<file path="config.mk">
export PLATFORM = sky130hd
export DESIGN_NAME = ulp_host_link
export DESIGN_NICKNAME = d
export VERILOG_FILES = /design/src/include/ulp_pkg.sv /design/src/verilog/ulp_host_link.sv /design/src/verilog/ulp_rxcmd_dec.sv /design/src/verilog/ulp_sync.sv
export VERILOG_INCLUDE_DIRS = /design/src /design/src/include
export SDC_FILE = /design/constraint.sdc
export NUM_CORES = 1
export LEC_CHECK = 0
export ABC_AREA = 1
export BUFFER_PORTS_ARGS = -buffer_cell sky130_fd_sc_hd__buf_2
export CORE_ASPECT_RATIO = 1.1
export CORE_MARGIN = 5
export CORE_UTILIZATION = 40
export DETAILED_ROUTE_END_ITERATION = 8
export HOLD_SLACK_MARGIN = 0.12
export PLACE_DENSITY_LB_ADDON = 0.12
export REMOVE_ABC_BUFFERS = 1
export SETUP_SLACK_MARGIN = 0.2
export SLEW_MARGIN = 20
export SYNTH_ARGS = -nofsm -noshare
export SYNTH_HDL_FRONTEND = slang
export SYNTH_SLANG_ARGS = --single-unit
</file>
<file path="constraint.sdc">
create_clock -name i_clk -period 2.7 [get_ports i_clk]
set_input_delay 0.405 -clock i_clk [delete_from_list [all_inputs] [get_ports i_clk]]
set_output_delay 0.405 -clock i_clk [all_outputs]
set_load 0.005 [all_outputs]
</file>
<file path="src/include/ulp_params.svh">
`ifndef ULP_PARAMS_SVH
`define ULP_PARAMS_SVH

// Register offsets of the controller's own APB window.
`define ULP_OFS_CMD 8'h00
`define ULP_OFS_STAT 8'h04
`define ULP_OFS_RDAT 8'h08
`define ULP_OFS_EVT 8'h0C
`define ULP_OFS_SETUP 8'h10

// Command register fields.
`define ULP_CMD_WD 7:0
`define ULP_CMD_AD 15:8
`define ULP_CMD_RD 16
`define ULP_CMD_EXT 17

// Setup register fields.
`define ULP_SU_GO 0
`define ULP_SU_ROLE 2:1
`define ULP_SU_FEXT 3
`define ULP_SU_FPOL 4
`define ULP_SU_RST 5
`define ULP_SU_W 6

// Sticky event bits, write one to clear.
`define ULP_EV_VB 0
`define ULP_EV_DC 1
`define ULP_EV_DROP 2
`define ULP_EV_ABT 3
`define ULP_EV_DONE 4
`define ULP_EV_W 5

// Transmit command codes and the extended-address escape.
`define ULP_TX_REGW 2'b10
`define ULP_TX_REGR 2'b11
`define ULP_EXT_ESC 6'h2F

// Receive command layout and codes.
`define ULP_RX_LS 1:0
`define ULP_RX_VB 3:2
`define ULP_RX_EV 5:4
`define ULP_RX_ALT 7
`define ULP_RXE_NONE 2'b00
`define ULP_RXE_ACT 2'b01
`define ULP_RXE_ERR 2'b11
`define ULP_RXE_DISC 2'b10
`define ULP_LS_DP 2'b01
`define ULP_LS_DM 2'b10
`define ULP_SPD_LS 2'b01
`define ULP_SPD_FS 2'b10

// Transceiver register addresses and bits used by the setup script.
`define ULP_A_FUNC 8'h04
`define ULP_A_IFC 8'h07
`define ULP_A_OTG 8'h0A
`define ULP_A_IER 8'h0D
`define ULP_A_IEF 8'h10
`define ULP_IE_DISC 0
`define ULP_IE_AVLD 1
`define ULP_IE_SVLD 2
`define ULP_IE_SEND 3
`define ULP_IF_COMPL 5
`define ULP_IF_PASS 6
`define ULP_OTG_DPPD 1
`define ULP_OTG_DMPD 2
`define ULP_OTG_EXTIND 7
`define ULP_FC_CHIRP_RST 8'h10

// Script steps.
`define ULP_STEP_IER 3'h0
`define ULP_STEP_IEF 3'h1
`define ULP_STEP_IFC 3'h2
`define ULP_STEP_OTG 3'h3
`define ULP_STEP_RST 3'h4

`endif

</file>
<file path="src/include/ulp_pkg.sv">
package ulp_pkg;
	typedef enum logic [3:0] {
		s_idle, s_cmd, s_ext, s_wdata, s_stp, s_rturn, s_rdata, s_rend, s_abort
	} ulp_acc_t;
	typedef enum logic [1:0] {role_host, role_periph, role_adev, role_bdev} ulp_role_t;
	typedef struct packed {
		ulp_acc_t st;
		logic clk_prev;
		logic [7:0] dout;
		logic oe;
		logic stp;
		logic req;
		logic busy;
		logic rd;
		logic ext;
		logic [7:0] addr;
		logic [7:0] wd;
		logic [7:0] rdata;
		logic scr;
		logic [2:0] step;
		logic [5:0] setup;
		logic chirp;
		logic [4:0] ev;
		logic [7:0] retries;
	} ulp_link_t;
	typedef struct packed {
		logic dir_prev;
		logic [1:0] ls;
		logic [1:0] vb;
		logic act;
		logic disc;
		logic alt;
		logic [1:0] spd;
		logic hs;
		logic [7:0] rx_byte;
		logic bval;
		logic vchg;
		logic dchg;
		logic err;
	} ulp_dec_t;
endpackage : ulp_pkg

</file>
<file path="src/verilog/ulp_host_link.sv">
// Design decisions made here: the APB slave port and the register addresses.
`include "ulp_params.svh"

module ulp_host_link
	import ulp_pkg::*;
	(
	input wire logic i_clk,
	input wire logic i_rst_n,
	input wire logic i_ce,
	input wire logic i_psel,
	input wire logic i_penable,
	input wire logic i_pwrite,
	input wire logic [7:0] i_paddr,
	input wire logic [31:0] i_pwdata,
	output logic [31:0] o_prdata,
	output logic o_pready,
	output logic o_pslverr,
	input wire logic i_ulpi_clk,
	input wire logic i_ulpi_dir,
	input wire logic i_ulpi_nxt,
	input wire logic [7:0] i_ulpi_data,
	output logic [7:0] o_ulpi_data,
	output logic o_ulpi_data_oe,
	output logic o_ulpi_stp,
	output logic [7:0] o_rx_byte,
	output logic o_rx_valid,
	output logic o_rx_active
	);

	ulp_link_t r_ff;
	ulp_link_t nxt_r;
	logic [10:0] sync_q;
	logic clk_s;
	logic dir_s;
	logic nxt_s;
	logic [7:0] din;
	logic tick;
	logic own;
	logic host;
	logic [1:0] ls;
	logic [1:0] vb;
	logic disc;
	logic alt;
	logic [1:0] spd;
	logic hs;
	logic vchg;
	logic dchg;
	logic rx_err;
	logic apb_acc;
	logic apb_wr;
	logic mapped;

	ulp_sync #(.W(11)) u_sync (
		.i_clk(i_clk),
		.i_rst_n(i_rst_n),
		.i_ce(i_ce),
		.i_d({i_ulpi_clk, i_ulpi_dir, i_ulpi_nxt, i_ulpi_data}),
		.o_q(sync_q)
	);

	assign clk_s = sync_q[10];
	assign dir_s = sync_q[9];
	assign nxt_s = sync_q[8];
	assign din = sync_q[7:0];
	// All pin activity is stepped on the detected rising edge of the link clock.
	assign tick = clk_s & ~r_ff.clk_prev;
	assign own = (r_ff.st == s_rturn) || (r_ff.st == s_rdata) || (r_ff.st == s_rend);
	assign host = (ulp_role_t'(r_ff.setup[`ULP_SU_ROLE]) == role_host)
		|| (ulp_role_t'(r_ff.setup[`ULP_SU_ROLE]) == role_adev);

	ulp_rxcmd_dec u_dec (
		.i_clk(i_clk),
		.i_rst_n(i_rst_n),
		.i_ce(i_ce),
		.i_tick(tick),
		.i_dir(dir_s),
		.i_nxt(nxt_s),
		.i_data(din),
		.i_own(own),
		.i_host(host),
		.i_chirp(r_ff.chirp),
		.o_linestate(ls),
		.o_vbus(vb),
		.o_rx_active(o_rx_active),
		.o_disc(disc),
		.o_alt(alt),
		.o_speed(spd),
		.o_chirp_hs(hs),
		.o_rx_byte(o_rx_byte),
		.o_rx_valid(o_rx_valid),
		.o_vbus_chg(vchg),
		.o_disc_chg(dchg),
		.o_err(rx_err)
	);

	// One setup step: transceiver address in the upper byte, value in the lower.
	function automatic logic [15:0] script_word(input logic [2:0] step, input logic [5:0] su);
		logic [7:0] ie;
		logic [7:0] ifc;
		logic [7:0] otg;
		ulp_role_t role;
		role = ulp_role_t'(su[`ULP_SU_ROLE]);
		ie = 8'h00;
		ifc = 8'h00;
		otg = 8'h00;
		case (role)
			role_host: begin
				ie[`ULP_IE_AVLD] = 1'b1;
				ie[`ULP_IE_DISC] = 1'b1;
			end
			role_periph: begin
				ie[`ULP_IE_SVLD] = 1'b1;
			end
			role_adev: begin
				ie[`ULP_IE_AVLD] = 1'b1;
				ie[`ULP_IE_SVLD] = 1'b1;
				ie[`ULP_IE_DISC] = 1'b1;
			end
			default: begin
				ie[`ULP_IE_SVLD] = 1'b1;
				ie[`ULP_IE_SEND] = 1'b1;
			end
		endcase
		// A heavy A-device must set the fault bit too, so it shares the host path.
		if (su[`ULP_SU_FEXT]) begin
			ifc[`ULP_IF_COMPL] = su[`ULP_SU_FPOL];
			ifc[`ULP_IF_PASS] = 1'b1;
			otg[`ULP_OTG_EXTIND] = 1'b1;
		end
		if (role == role_host || role == role_adev) begin
			// Disconnect reports mean nothing without both pulldowns.
			otg[`ULP_OTG_DPPD] = 1'b1;
			otg[`ULP_OTG_DMPD] = 1'b1;
		end
		case (step)
			`ULP_STEP_IER: script_word = {`ULP_A_IER, ie};
			`ULP_STEP_IEF: script_word = {`ULP_A_IEF, ie};
			`ULP_STEP_IFC: script_word = {`ULP_A_IFC, ifc};
			`ULP_STEP_OTG: script_word = {`ULP_A_OTG, otg};
			default: script_word = {`ULP_A_FUNC, `ULP_FC_CHIRP_RST};
		endcase
	endfunction : script_word

	assign apb_acc = i_psel & i_penable;
	assign apb_wr = apb_acc & i_pwrite;
	assign mapped = (i_paddr == `ULP_OFS_CMD) || (i_paddr == `ULP_OFS_STAT)
		|| (i_paddr == `ULP_OFS_RDAT) || (i_paddr == `ULP_OFS_EVT)
		|| (i_paddr == `ULP_OFS_SETUP);
	// A frozen cycle takes no transfer, so the access is stretched instead of lost.
	assign o_pready = i_ce;
	assign o_pslverr = apb_acc & ~mapped;

	always_comb begin
		case (i_paddr)
			`ULP_OFS_STAT: o_prdata = {12'h000, r_ff.retries, r_ff.chirp, hs, spd, alt, disc,
				vb, ls, o_rx_active, r_ff.busy};
			`ULP_OFS_RDAT: o_prdata = {16'h0000, o_rx_byte, r_ff.rdata};
			`ULP_OFS_EVT: o_prdata = {27'h000_0000, r_ff.ev};
			`ULP_OFS_SETUP: o_prdata = {26'h000_0000, r_ff.setup};
			default: o_prdata = 32'h0000_0000;
		endcase
	end

	always_comb begin
		logic fin;
		logic abort;
		logic [2:0] last;
		logic [15:0] sw;
		fin = 1'b0;
		abort = 1'b0;
		last = r_ff.setup[`ULP_SU_RST] ? `ULP_STEP_RST : `ULP_STEP_OTG;
		sw = script_word(r_ff.step + 3'h1, r_ff.setup);
		nxt_r = r_ff;
		nxt_r.clk_prev = clk_s;
		if (apb_wr && i_paddr == `ULP_OFS_EVT) begin
			nxt_r.ev = r_ff.ev & ~i_pwdata[`ULP_EV_W-1:0];
		end
		if (apb_wr && i_paddr == `ULP_OFS_CMD && !r_ff.busy) begin
			nxt_r.wd = i_pwdata[`ULP_CMD_WD];
			nxt_r.addr = i_pwdata[`ULP_CMD_AD];
			nxt_r.rd = i_pwdata[`ULP_CMD_RD];
			nxt_r.ext = i_pwdata[`ULP_CMD_EXT];
			nxt_r.req = 1'b1;
			nxt_r.busy = 1'b1;
		end
		if (apb_wr && i_paddr == `ULP_OFS_SETUP) begin
			nxt_r.setup = {i_pwdata[`ULP_SU_W-1:1], 1'b0};
			nxt_r.chirp = 1'b0;
			if (i_pwdata[`ULP_SU_GO] && !r_ff.busy) begin
				{nxt_r.addr, nxt_r.wd} = script_word(`ULP_STEP_IER, i_pwdata[`ULP_SU_W-1:0]);
				nxt_r.step = `ULP_STEP_IER;
				nxt_r.rd = 1'b0;
				nxt_r.ext = 1'b0;
				nxt_r.scr = 1'b1;
				nxt_r.req = 1'b1;
				nxt_r.busy = 1'b1;
			end
		end
		if (tick) begin
			case (r_ff.st)
				s_idle: begin
					nxt_r.stp = 1'b0;
					nxt_r.dout = 8'h00;
					nxt_r.oe = ~dir_s;
					if (r_ff.req && !dir_s) begin
						nxt_r.dout = {r_ff.rd ? `ULP_TX_REGR : `ULP_TX_REGW,
							r_ff.ext ? `ULP_EXT_ESC : r_ff.addr[5:0]};
						nxt_r.oe = 1'b1;
						nxt_r.st = s_cmd;
					end
				end
				s_cmd, s_ext: begin
					if (dir_s) begin
						abort = 1'b1;
					end else if (nxt_s && r_ff.st == s_cmd && r_ff.ext) begin
						nxt_r.dout = r_ff.addr;
						nxt_r.st = s_ext;
					end else if (nxt_s && r_ff.rd) begin
						nxt_r.dout = 8'h00;
						nxt_r.oe = 1'b0;
						nxt_r.st = s_rturn;
					end else if (nxt_s) begin
						nxt_r.dout = r_ff.wd;
						nxt_r.st = s_wdata;
					end
				end
				s_wdata: begin
					if (dir_s) begin
						abort = 1'b1;
					end else if (nxt_s) begin
						nxt_r.dout = 8'h00;
						nxt_r.stp = 1'b1;
						nxt_r.st = s_stp;
					end
				end
				s_stp: begin
					nxt_r.stp = 1'b0;
					nxt_r.st = s_idle;
					fin = 1'b1;
				end
				s_rturn: begin
					// Dir rising together with nxt is a packet, not our read data.
					if (dir_s && nxt_s) begin
						abort = 1'b1;
					end else if (dir_s) begin
						nxt_r.st = s_rdata;
					end
				end
				s_rdata: begin
					nxt_r.rdata = din;
					nxt_r.st = s_rend;
				end
				s_rend: begin
					if (!dir_s) begin
						nxt_r.st = s_idle;
						fin = 1'b1;
					end
				end
				s_abort: begin
					nxt_r.oe = 1'b0;
					if (!dir_s) begin
						nxt_r.st = s_idle;
					end
				end
				default: begin
					nxt_r.st = s_idle;
				end
			endcase
		end
		if (abort) begin
			// The request stays pending, so the same access is issued again.
			nxt_r.st = s_abort;
			nxt_r.oe = 1'b0;
			nxt_r.stp = 1'b0;
			nxt_r.retries = r_ff.retries + 8'h01;
			nxt_r.ev[`ULP_EV_ABT] = 1'b1;
		end
		if (fin) begin
			nxt_r.ev[`ULP_EV_DONE] = 1'b1;
			if (r_ff.scr && r_ff.step != last) begin
				nxt_r.step = r_ff.step + 3'h1;
				{nxt_r.addr, nxt_r.wd} = sw;
			end else begin
				nxt_r.req = 1'b0;
				nxt_r.busy = 1'b0;
				nxt_r.scr = 1'b0;
				nxt_r.chirp = r_ff.scr && r_ff.step == `ULP_STEP_RST;
			end
		end
		// Hardware events beat a same-cycle clear so none is lost.
		if (vchg) begin
			nxt_r.ev[`ULP_EV_VB] = 1'b1;
		end
		if (dchg) begin
			nxt_r.ev[`ULP_EV_DC] = 1'b1;
		end
		if (rx_err) begin
			nxt_r.ev[`ULP_EV_DROP] = 1'b1;
		end
	end

	always_ff @(posedge i_clk or negedge i_rst_n) begin
		if (!i_rst_n) begin
			r_ff <= '0;
		end else if (i_ce) begin
			r_ff <= nxt_r;
		end
	end

	assign o_ulpi_data = r_ff.dout;
	assign o_ulpi_data_oe = r_ff.oe;
	assign o_ulpi_stp = r_ff.stp;
endmodule : ulp_host_link

</file>
<file path="src/verilog/ulp_rxcmd_dec.sv">
`include "ulp_params.svh"

module ulp_rxcmd_dec
	import ulp_pkg::*;
	(
	input wire logic i_clk,
	input wire logic i_rst_n,
	input wire logic i_ce,
	input wire logic i_tick,
	input wire logic i_dir,
	input wire logic i_nxt,
	input wire logic [7:0] i_data,
	input wire logic i_own,
	input wire logic i_host,
	input wire logic i_chirp,
	output logic [1:0] o_linestate,
	output logic [1:0] o_vbus,
	output logic o_rx_active,
	output logic o_disc,
	output logic o_alt,
	output logic [1:0] o_speed,
	output logic o_chirp_hs,
	output logic [7:0] o_rx_byte,
	output logic o_rx_valid,
	output logic o_vbus_chg,
	output logic o_disc_chg,
	output logic o_err
	);

	ulp_dec_t r_ff;
	ulp_dec_t nxt_r;

	always_comb begin
		logic [1:0] ev;
		logic [1:0] ls;
		logic disc;
		nxt_r = r_ff;
		ev = i_data[`ULP_RX_EV];
		ls = i_data[`ULP_RX_LS];
		disc = i_host && (ev == `ULP_RXE_DISC);
		nxt_r.bval = 1'b0;
		nxt_r.vchg = 1'b0;
		nxt_r.dchg = 1'b0;
		nxt_r.err = 1'b0;
		if (i_tick) begin
			nxt_r.dir_prev = i_dir;
			if (i_dir && !r_ff.dir_prev && i_nxt && !i_own) begin
				nxt_r.act = 1'b1;
			end else if (!i_dir && r_ff.dir_prev) begin
				// Loss of the bus ends a packet even if no closing command came.
				nxt_r.act = 1'b0;
			end else if (i_dir && r_ff.dir_prev && !i_own) begin
				if (i_nxt) begin
					nxt_r.rx_byte = i_data;
					nxt_r.bval = 1'b1;
				end else begin
					nxt_r.ls = ls;
					nxt_r.vb = i_data[`ULP_RX_VB];
					nxt_r.alt = i_data[`ULP_RX_ALT];
					nxt_r.vchg = i_data[`ULP_RX_VB] != r_ff.vb;
					nxt_r.disc = disc;
					nxt_r.dchg = disc != r_ff.disc;
					if (ev != `ULP_RXE_DISC) begin
						nxt_r.act = (ev == `ULP_RXE_ACT) || (ev == `ULP_RXE_ERR);
					end
					nxt_r.err = ev == `ULP_RXE_ERR;
					if (!i_chirp && !r_ff.act && ls == `ULP_LS_DM) begin
						nxt_r.spd = `ULP_SPD_LS;
					end else if (!i_chirp && !r_ff.act && ls == `ULP_LS_DP) begin
						nxt_r.spd = `ULP_SPD_FS;
					end
					if (i_chirp && ls == `ULP_LS_DP) begin
						nxt_r.hs = 1'b1;
					end else if (i_chirp && ls == `ULP_LS_DM) begin
						nxt_r.hs = 1'b0;
					end
				end
			end
		end
	end

	always_ff @(posedge i_clk or negedge i_rst_n) begin
		if (!i_rst_n) begin
			r_ff <= '0;
		end else if (i_ce) begin
			r_ff <= nxt_r;
		end
	end

	assign o_linestate = r_ff.ls;
	assign o_vbus = r_ff.vb;
	assign o_rx_active = r_ff.act;
	assign o_disc = r_ff.disc;
	assign o_alt = r_ff.alt;
	assign o_speed = r_ff.spd;
	assign o_chirp_hs = r_ff.hs;
	assign o_rx_byte = r_ff.rx_byte;
	assign o_rx_valid = r_ff.bval;
	assign o_vbus_chg = r_ff.vchg;
	assign o_disc_chg = r_ff.dchg;
	assign o_err = r_ff.err;
endmodule : ulp_rxcmd_dec

</file>
<file path="src/verilog/ulp_sync.sv">
module ulp_sync
	import ulp_pkg::*;
	#(parameter int unsigned W = 11)
	(
	input wire logic i_clk,
	input wire logic i_rst_n,
	input wire logic i_ce,
	input wire logic [W-1:0] i_d,
	output logic [W-1:0] o_q
	);

	typedef struct packed {
		logic [W-1:0] s1;
		logic [W-1:0] s2;
	} ulp_sync_t;

	ulp_sync_t r_ff;
	ulp_sync_t nxt_r;

	always_comb begin
		nxt_r.s1 = i_d;
		nxt_r.s2 = r_ff.s1;
	end

	always_ff @(posedge i_clk or negedge i_rst_n) begin
		if (!i_rst_n) begin
			r_ff <= '0;
		end else if (i_ce) begin
			r_ff <= nxt_r;
		end
	end

	assign o_q = r_ff.s2;
endmodule : ulp_sync
</file>
Word level (Yosys, flattened, before mapping)
Index checks and enable logic that the tools add are counted.
{"block": "op_classes", "reduce_logical": 82, "n_bitwise": 12, "n_eq_ne": 44, "muxes": 83, "n_addsub": 2}
{"operator": "$pmux 20 s4", "count": 1}
{"operator": "$mux 4", "count": 17}
{"operator": "$mux 20", "count": 3}
{"operator": "$pmux 13 s4", "count": 1}
{"operator": "$mux 8", "count": 5}
{"operator": "$mux 16", "count": 2}
{"operator": "$mux 9", "count": 3}
{"operator": "$mux 1", "count": 26}
{"operator": "$logic_and 1x1->1", "count": 24}
{"operator": "$pmux 4 s6", "count": 1}
{"operator": "$pmux 8 s3", "count": 1}
{"operator": "$mux 2", "count": 11}
{"operator": "$mux 22", "count": 1}
{"operator": "$reduce_and 7->1", "count": 3}
{"operator": "$ne 3x3->1 const B", "count": 6}
{"operator": "$reduce_and 6->1", "count": 3}
{"operator": "$eq 4x3->1 const B", "count": 4}
{"operator": "$eq 8x4->1 const B", "count": 2}
{"operator": "$reduce_and 2->1", "count": 8}
{"operator": "$reduce_bool 2->1", "count": 8}
{"operator": "$reduce_bool 3->1", "count": 4}
{"operator": "$mux 11", "count": 1}
{"operator": "$eq 2x2->1 const B", "count": 5}
{"operator": "$mux 10", "count": 1}
{"operator": "41 further kinds", "count": 82}
{"block": "word_totals", "inputBits": 57, "out_inout_bits": 54, "reg_bits": 111}

Longest topological paths before layout
{"block": "logic_depth", "depth_word": 10, "mapped_depth": 12}

Modules after synthesis
A second synthesis with hierarchy kept.
{"block": "hier_totals", "hier_cells": 826, "area_unflattened_um2": 6491.2}
{"module": "ulp_host_link", "seq_area_each_um2": 1651.6, "cells_per_inst": 600, "instances": 1, "area_each_um2": 4441.8}
{"module": "ulp_rxcmd_dec", "seq_area_each_um2": 575.6, "cells_per_inst": 133, "instances": 1, "area_each_um2": 1209.9}
{"module": "ulp_sync", "seq_area_each_um2": 550.5, "cells_per_inst": 93, "instances": 1, "area_each_um2": 839.6}

Worst setup path before layout
No wires, ideal clock.
{"block": "synth_timing", "path_kind": "input -> output", "start": "input i_paddr[7]", "end": "output o_prdata[4]", "n_path_buf": 1, "t_required_ns": 2.295, "path_stages": 8, "arrival_ns": 1.292, "setup_slack_ns": 1.003, "path_cell_list": "nor2_1 -> nand2_1 -> inv_1 -> nand4_1 -> inv_1 -> buf_2 -> nand2_1 -> nand4_1"}
{"block": "synth_via", "elab_chain_len": 2, "word_cells_on_any_way": 5, "cone_classes": "eq/ne: 4; mux: 1"}
{"item": "start, declared", "line": "ulp_host_link.sv:13", "rtl": "input wire logic [7:0] i_paddr,"}
{"item": "$eq 8x5->1, or another cell as far along", "line": "ulp_host_link.sv:154", "rtl": "case (i_paddr)"}
{"item": "$pmux 20 s4 (*)", "line": "ulp_host_link.sv:154"}
{"item": "end, declared", "line": "ulp_host_link.sv:15", "rtl": "output logic [31:0] o_prdata,"}
Mark *: on every way between the ends. The rest lies on a longest branch, timed or not.

Worst setup path in the final report
{"block": "layout_timing", "start": "input i_paddr[4]", "end": "output o_prdata[1]"}
The elaborated chain is that of the path after synthesis.

==> impl_metrics.toml <==
[outcome]
status = "completed"

[global_route]
grt_usage_pct = 18.6
antenna_found_initial = 0
overflow = 0
grt_pass1_vias = 5057
grt_max_degree = 54
grt_pass1_wl_um = 26800

[timing]
worst_slew_pin_slew_ns = 0.534
timing.final.crit_share_pct = 83.0
rsz0062_at_grt = "no"
fmax_mhz = 446
worst_slack_ns = 0.458
period_minus_slack_ns = 2.24
setup_viol_count_final = 0
hold_violations = 0
slew_headroom_pct = 64.4
slew_violations = 0
fin_skew_ns = 0.0112
tns_ns = 0

[synthesis]
synth_edf_count = 0
netlist_instances = 833
yosysTopAreaCell = "dfrtp_1"
yosysSeqAreaShare_pct = 44.9
yosys.area_share.simple_pct = 30.3
synthArstFlopShare_pct = 100
synth_fa_ha_area_share_pct = 1.42
synth-compound-area-share_pct = 11.4
synth_xor_area_share_pct = 1.27
synth.area.mux_share_pct = 0.182
synth_top_area_share_pct = 44.9
yosysWarnings = 0
synth_area_leaders = "dfrtp_1 (45%), nand2_1 (18%), o21ai_0 (7.6%)"
synth_top_family_by_area = "simple AND/OR/NAND/NOR gates"
ys_types = 39
synthesis.area_um2 = 6180
synthFlopType = "dfrtp_1"
synth.avg_cell_area_um2 = 7.42
ys_ff_latch = 111

[power_and_ir_drop]
ir_drop_mv = 0.329
p_int_mw = 3.26
p_per_area_nw_per_um2 = 744
power.net_switching_mw = 1.94
power_frac_clock_pct = 26.0
swShare_pct = 37.3
fin_total_pwr_mw = 5.20
p_leak_nw = 3.73
pwr-share-seq_pct = 44.4
p_comb_share_pct = 29.6

[routing]
routed-via-count = 5389
wl_per_cell_um = 14.8
drt_iter0_drc = 328
drc = 0
routed_wl_um = 16400
dr.pass1.iters = 5
postRouteAntennaNets = 0
viasPerCell = 4.88

[critical_path]
slowest_delay_ns = 0.34
crit_type = "input port to output port"
cp_cell_sequence = "buf_2 > nor2_1 > nand2_1 > inv_1 > nand4_1 > buf_4 > clkinv_1 > nand2_1 > nand4_1 > buf_2"
cp.arrival_ns = 1.84
cp-startpoint = "i_paddr[4]"
reg2reg_from = "r_ff[64]$_DFFE_PN0P_"
startpoint_type = "input port"
worstPathRequired_ns = 2.30
cp_slowest_cell = "clkinv_1"
path_max_fanout = 13
end_kind = "output port"

[clocking]
ctsHoldBuffers = 1
numCtsBuffers = 9
cts_tree = "done"
clock_sink_count = 111
postCtsSetupRepairBufs = 0
clk-insertion-delay-late_ns = 0.36
root_buffer = "clkbuf_16"
clkTransAtPathRegs_ns = 0.08
cts_resized = 0
clockBufferDepth = 2
htreeDepth = 3

[floorplanning]
dieArea_um2 = 18000
ios = 111
die_h_um = 140
core-area_um2 = 15100
initial_core_util_pct = 40.9
rows = 47
die_x_um = 129

[layout]
area_growth_pct = 13.1
layout-drive-gt1-share_pct = 16.3
diodes = 0
final_area_um2 = 6990
stdcell_count = 1104
nets = 967

[placement]
io_buffers = 84
pre_cts_ws_ns = 0.454
gp_congestion = 0.867
dp_hpwl_um = 12400
dp.cells = 1087
post_dp_cell_area_um2 = 6680

[hold_path]
min_path_type = "input port to flop"
worst_hold_startpoint = "i_ulpi_data[7]"

[flow_run]
drv_cap = 0
==> synth_stat cells (2+ instances only) <==
cell      instances
nor3_1            4
nand3_2           4
a31oi_1           2
nand4_2           2
a21oi_1          20
nand3b_1          3
o211ai_1          2
a22o_1            3
xor2_1            9
nand3_1          36
ha_1              7
nand4_1          16
inv_1            78
clkinv_1          3
o21ai_0          94
o21ai_1           3
clkbuf_1         10
nor2_2            6
nor2_1           59
o22ai_1           4
nand2_1         289
buf_4            31
dfrtp_1         111
nor2_4            6
nand2_2           8
buf_2             7
inv_2             4
==> logic make-up after synthesis <==
logic type,Yosys count
DFF,111
muxes,1
other,1
AOI/OAI and AO/OA,132
xor gates and xnor gates,9
adders and majority gates,7
and+or+nand+nor,436
buffers and inverters,136
==> stage by stage <==
step,util [%],hold WS [ns]
2_1_floorplan,-,0.109
3_3_place_gp,44.2,0.404
3_5_place_dp,44.2,0.407
4_1_cts,46.3,0.227
5_1_grt,46.3,0.243
6_report,46.3,0.238
==> worst paths after layout <==
path | to | slack (ns) | cells past startpoint
max in group asynchronous | r_ff[17]$_DFFE_PN0P_ | 1.36 | 3
worst min-delay path | u_sync.nxt_r[7]$_DFFE_PN0P_ | 0.24 | 3
worst max register to register | r_ff[21]$_DFFE_PN0P_ | 0.61 | 9
min in group asynchronous | o_ulpi_stp$_DFFE_PN0P_ | 0.54 | 2
worst max-delay path | o_prdata[1] | 0.46 | 10
worst min register to register | u_sync.nxt_r[8]$_DFFE_PN0P_ | 0.48 | 2
==> cells in the final DEF (no fill, tap or decap), drive strengths merged <==
master	netlist	routed
a21oi	21	21
a22o	3	3
a31oi	2	2
and3	1	1
buf	40	97
clkbuf	10	11
clkinv	4	5
clkinvlp	0	1
conb	1	12
dfrtp	111	111
dlygate4sd3	0	1
ha	7	7
inv	82	85
mux2	1	1
nand2	298	298
nand3	40	40
nand3b	3	3
nand4	18	18
nor2	71	71
nor3	4	4
nor4	1	1
o2111ai	1	1
o211ai	2	2
o21ai	98	98
o22ai	4	4
o32ai	1	1
xor2	9	9
==> power by group through the flow <==
stage               Combinational [mW]  Clock [mW]  Sequential [mW]
floorplan                         1.08           0             2.27
global placement                  1.53           0             2.33
detailed placement                1.54           0             2.34
CTS                               1.55        1.39             2.31
global route                      1.81        1.45             2.36
finish                            1.54        1.35             2.31
==> sequential cells by signal, indices dropped and copies added (netlist names) <==
signal / cells
u_sync.o_q: 11
u_sync.nxt_r: 11
u_dec.r_ff: 1
u_dec.o_disc: 1
u_dec.o_rx_byte: 8
u_dec.o_rx_active: 1
r_ff: 56
u_dec.o_disc_chg: 1
u_dec.o_vbus_chg: 1
o_ulpi_stp: 1
u_dec.o_speed: 2
o_ulpi_data_oe: 1
o_ulpi_data: 8
u_dec.o_chirp_hs: 1
u_dec.o_linestate: 2
u_dec.o_err: 1
u_dec.o_rx_valid: 1
u_dec.o_alt: 1
u_dec.o_vbus: 2
==> final cells by class <==
cell class	instances	area (um2)
fillers	1580	8120
repair buffers	98	543
well taps	196	245
inverters	86	324
multi-input cells	597	2800
flip-flops and latches	111	2780
clock buffers	11	253
clock inverters	5	47.5
==> routing by layer <==
layer  track usage (%)  vias to the layer above  share of wire, %
met5                 0                        -                 0
li1                  -                     2757                 -
met3              2.63                       14               5.0
met2              28.4                      119                45
met1              27.4                     2499                48
met4              5.20                        0               1.3
==> critical path: cells and delay by family <==
| kind | cells | cell delay [ns] |
|---|---|---|
| and+or+nand+nor | 5 | 0.50 |
| buffers and inverters | 5 | 0.91 |
Power figures use the tool's default switching activity.
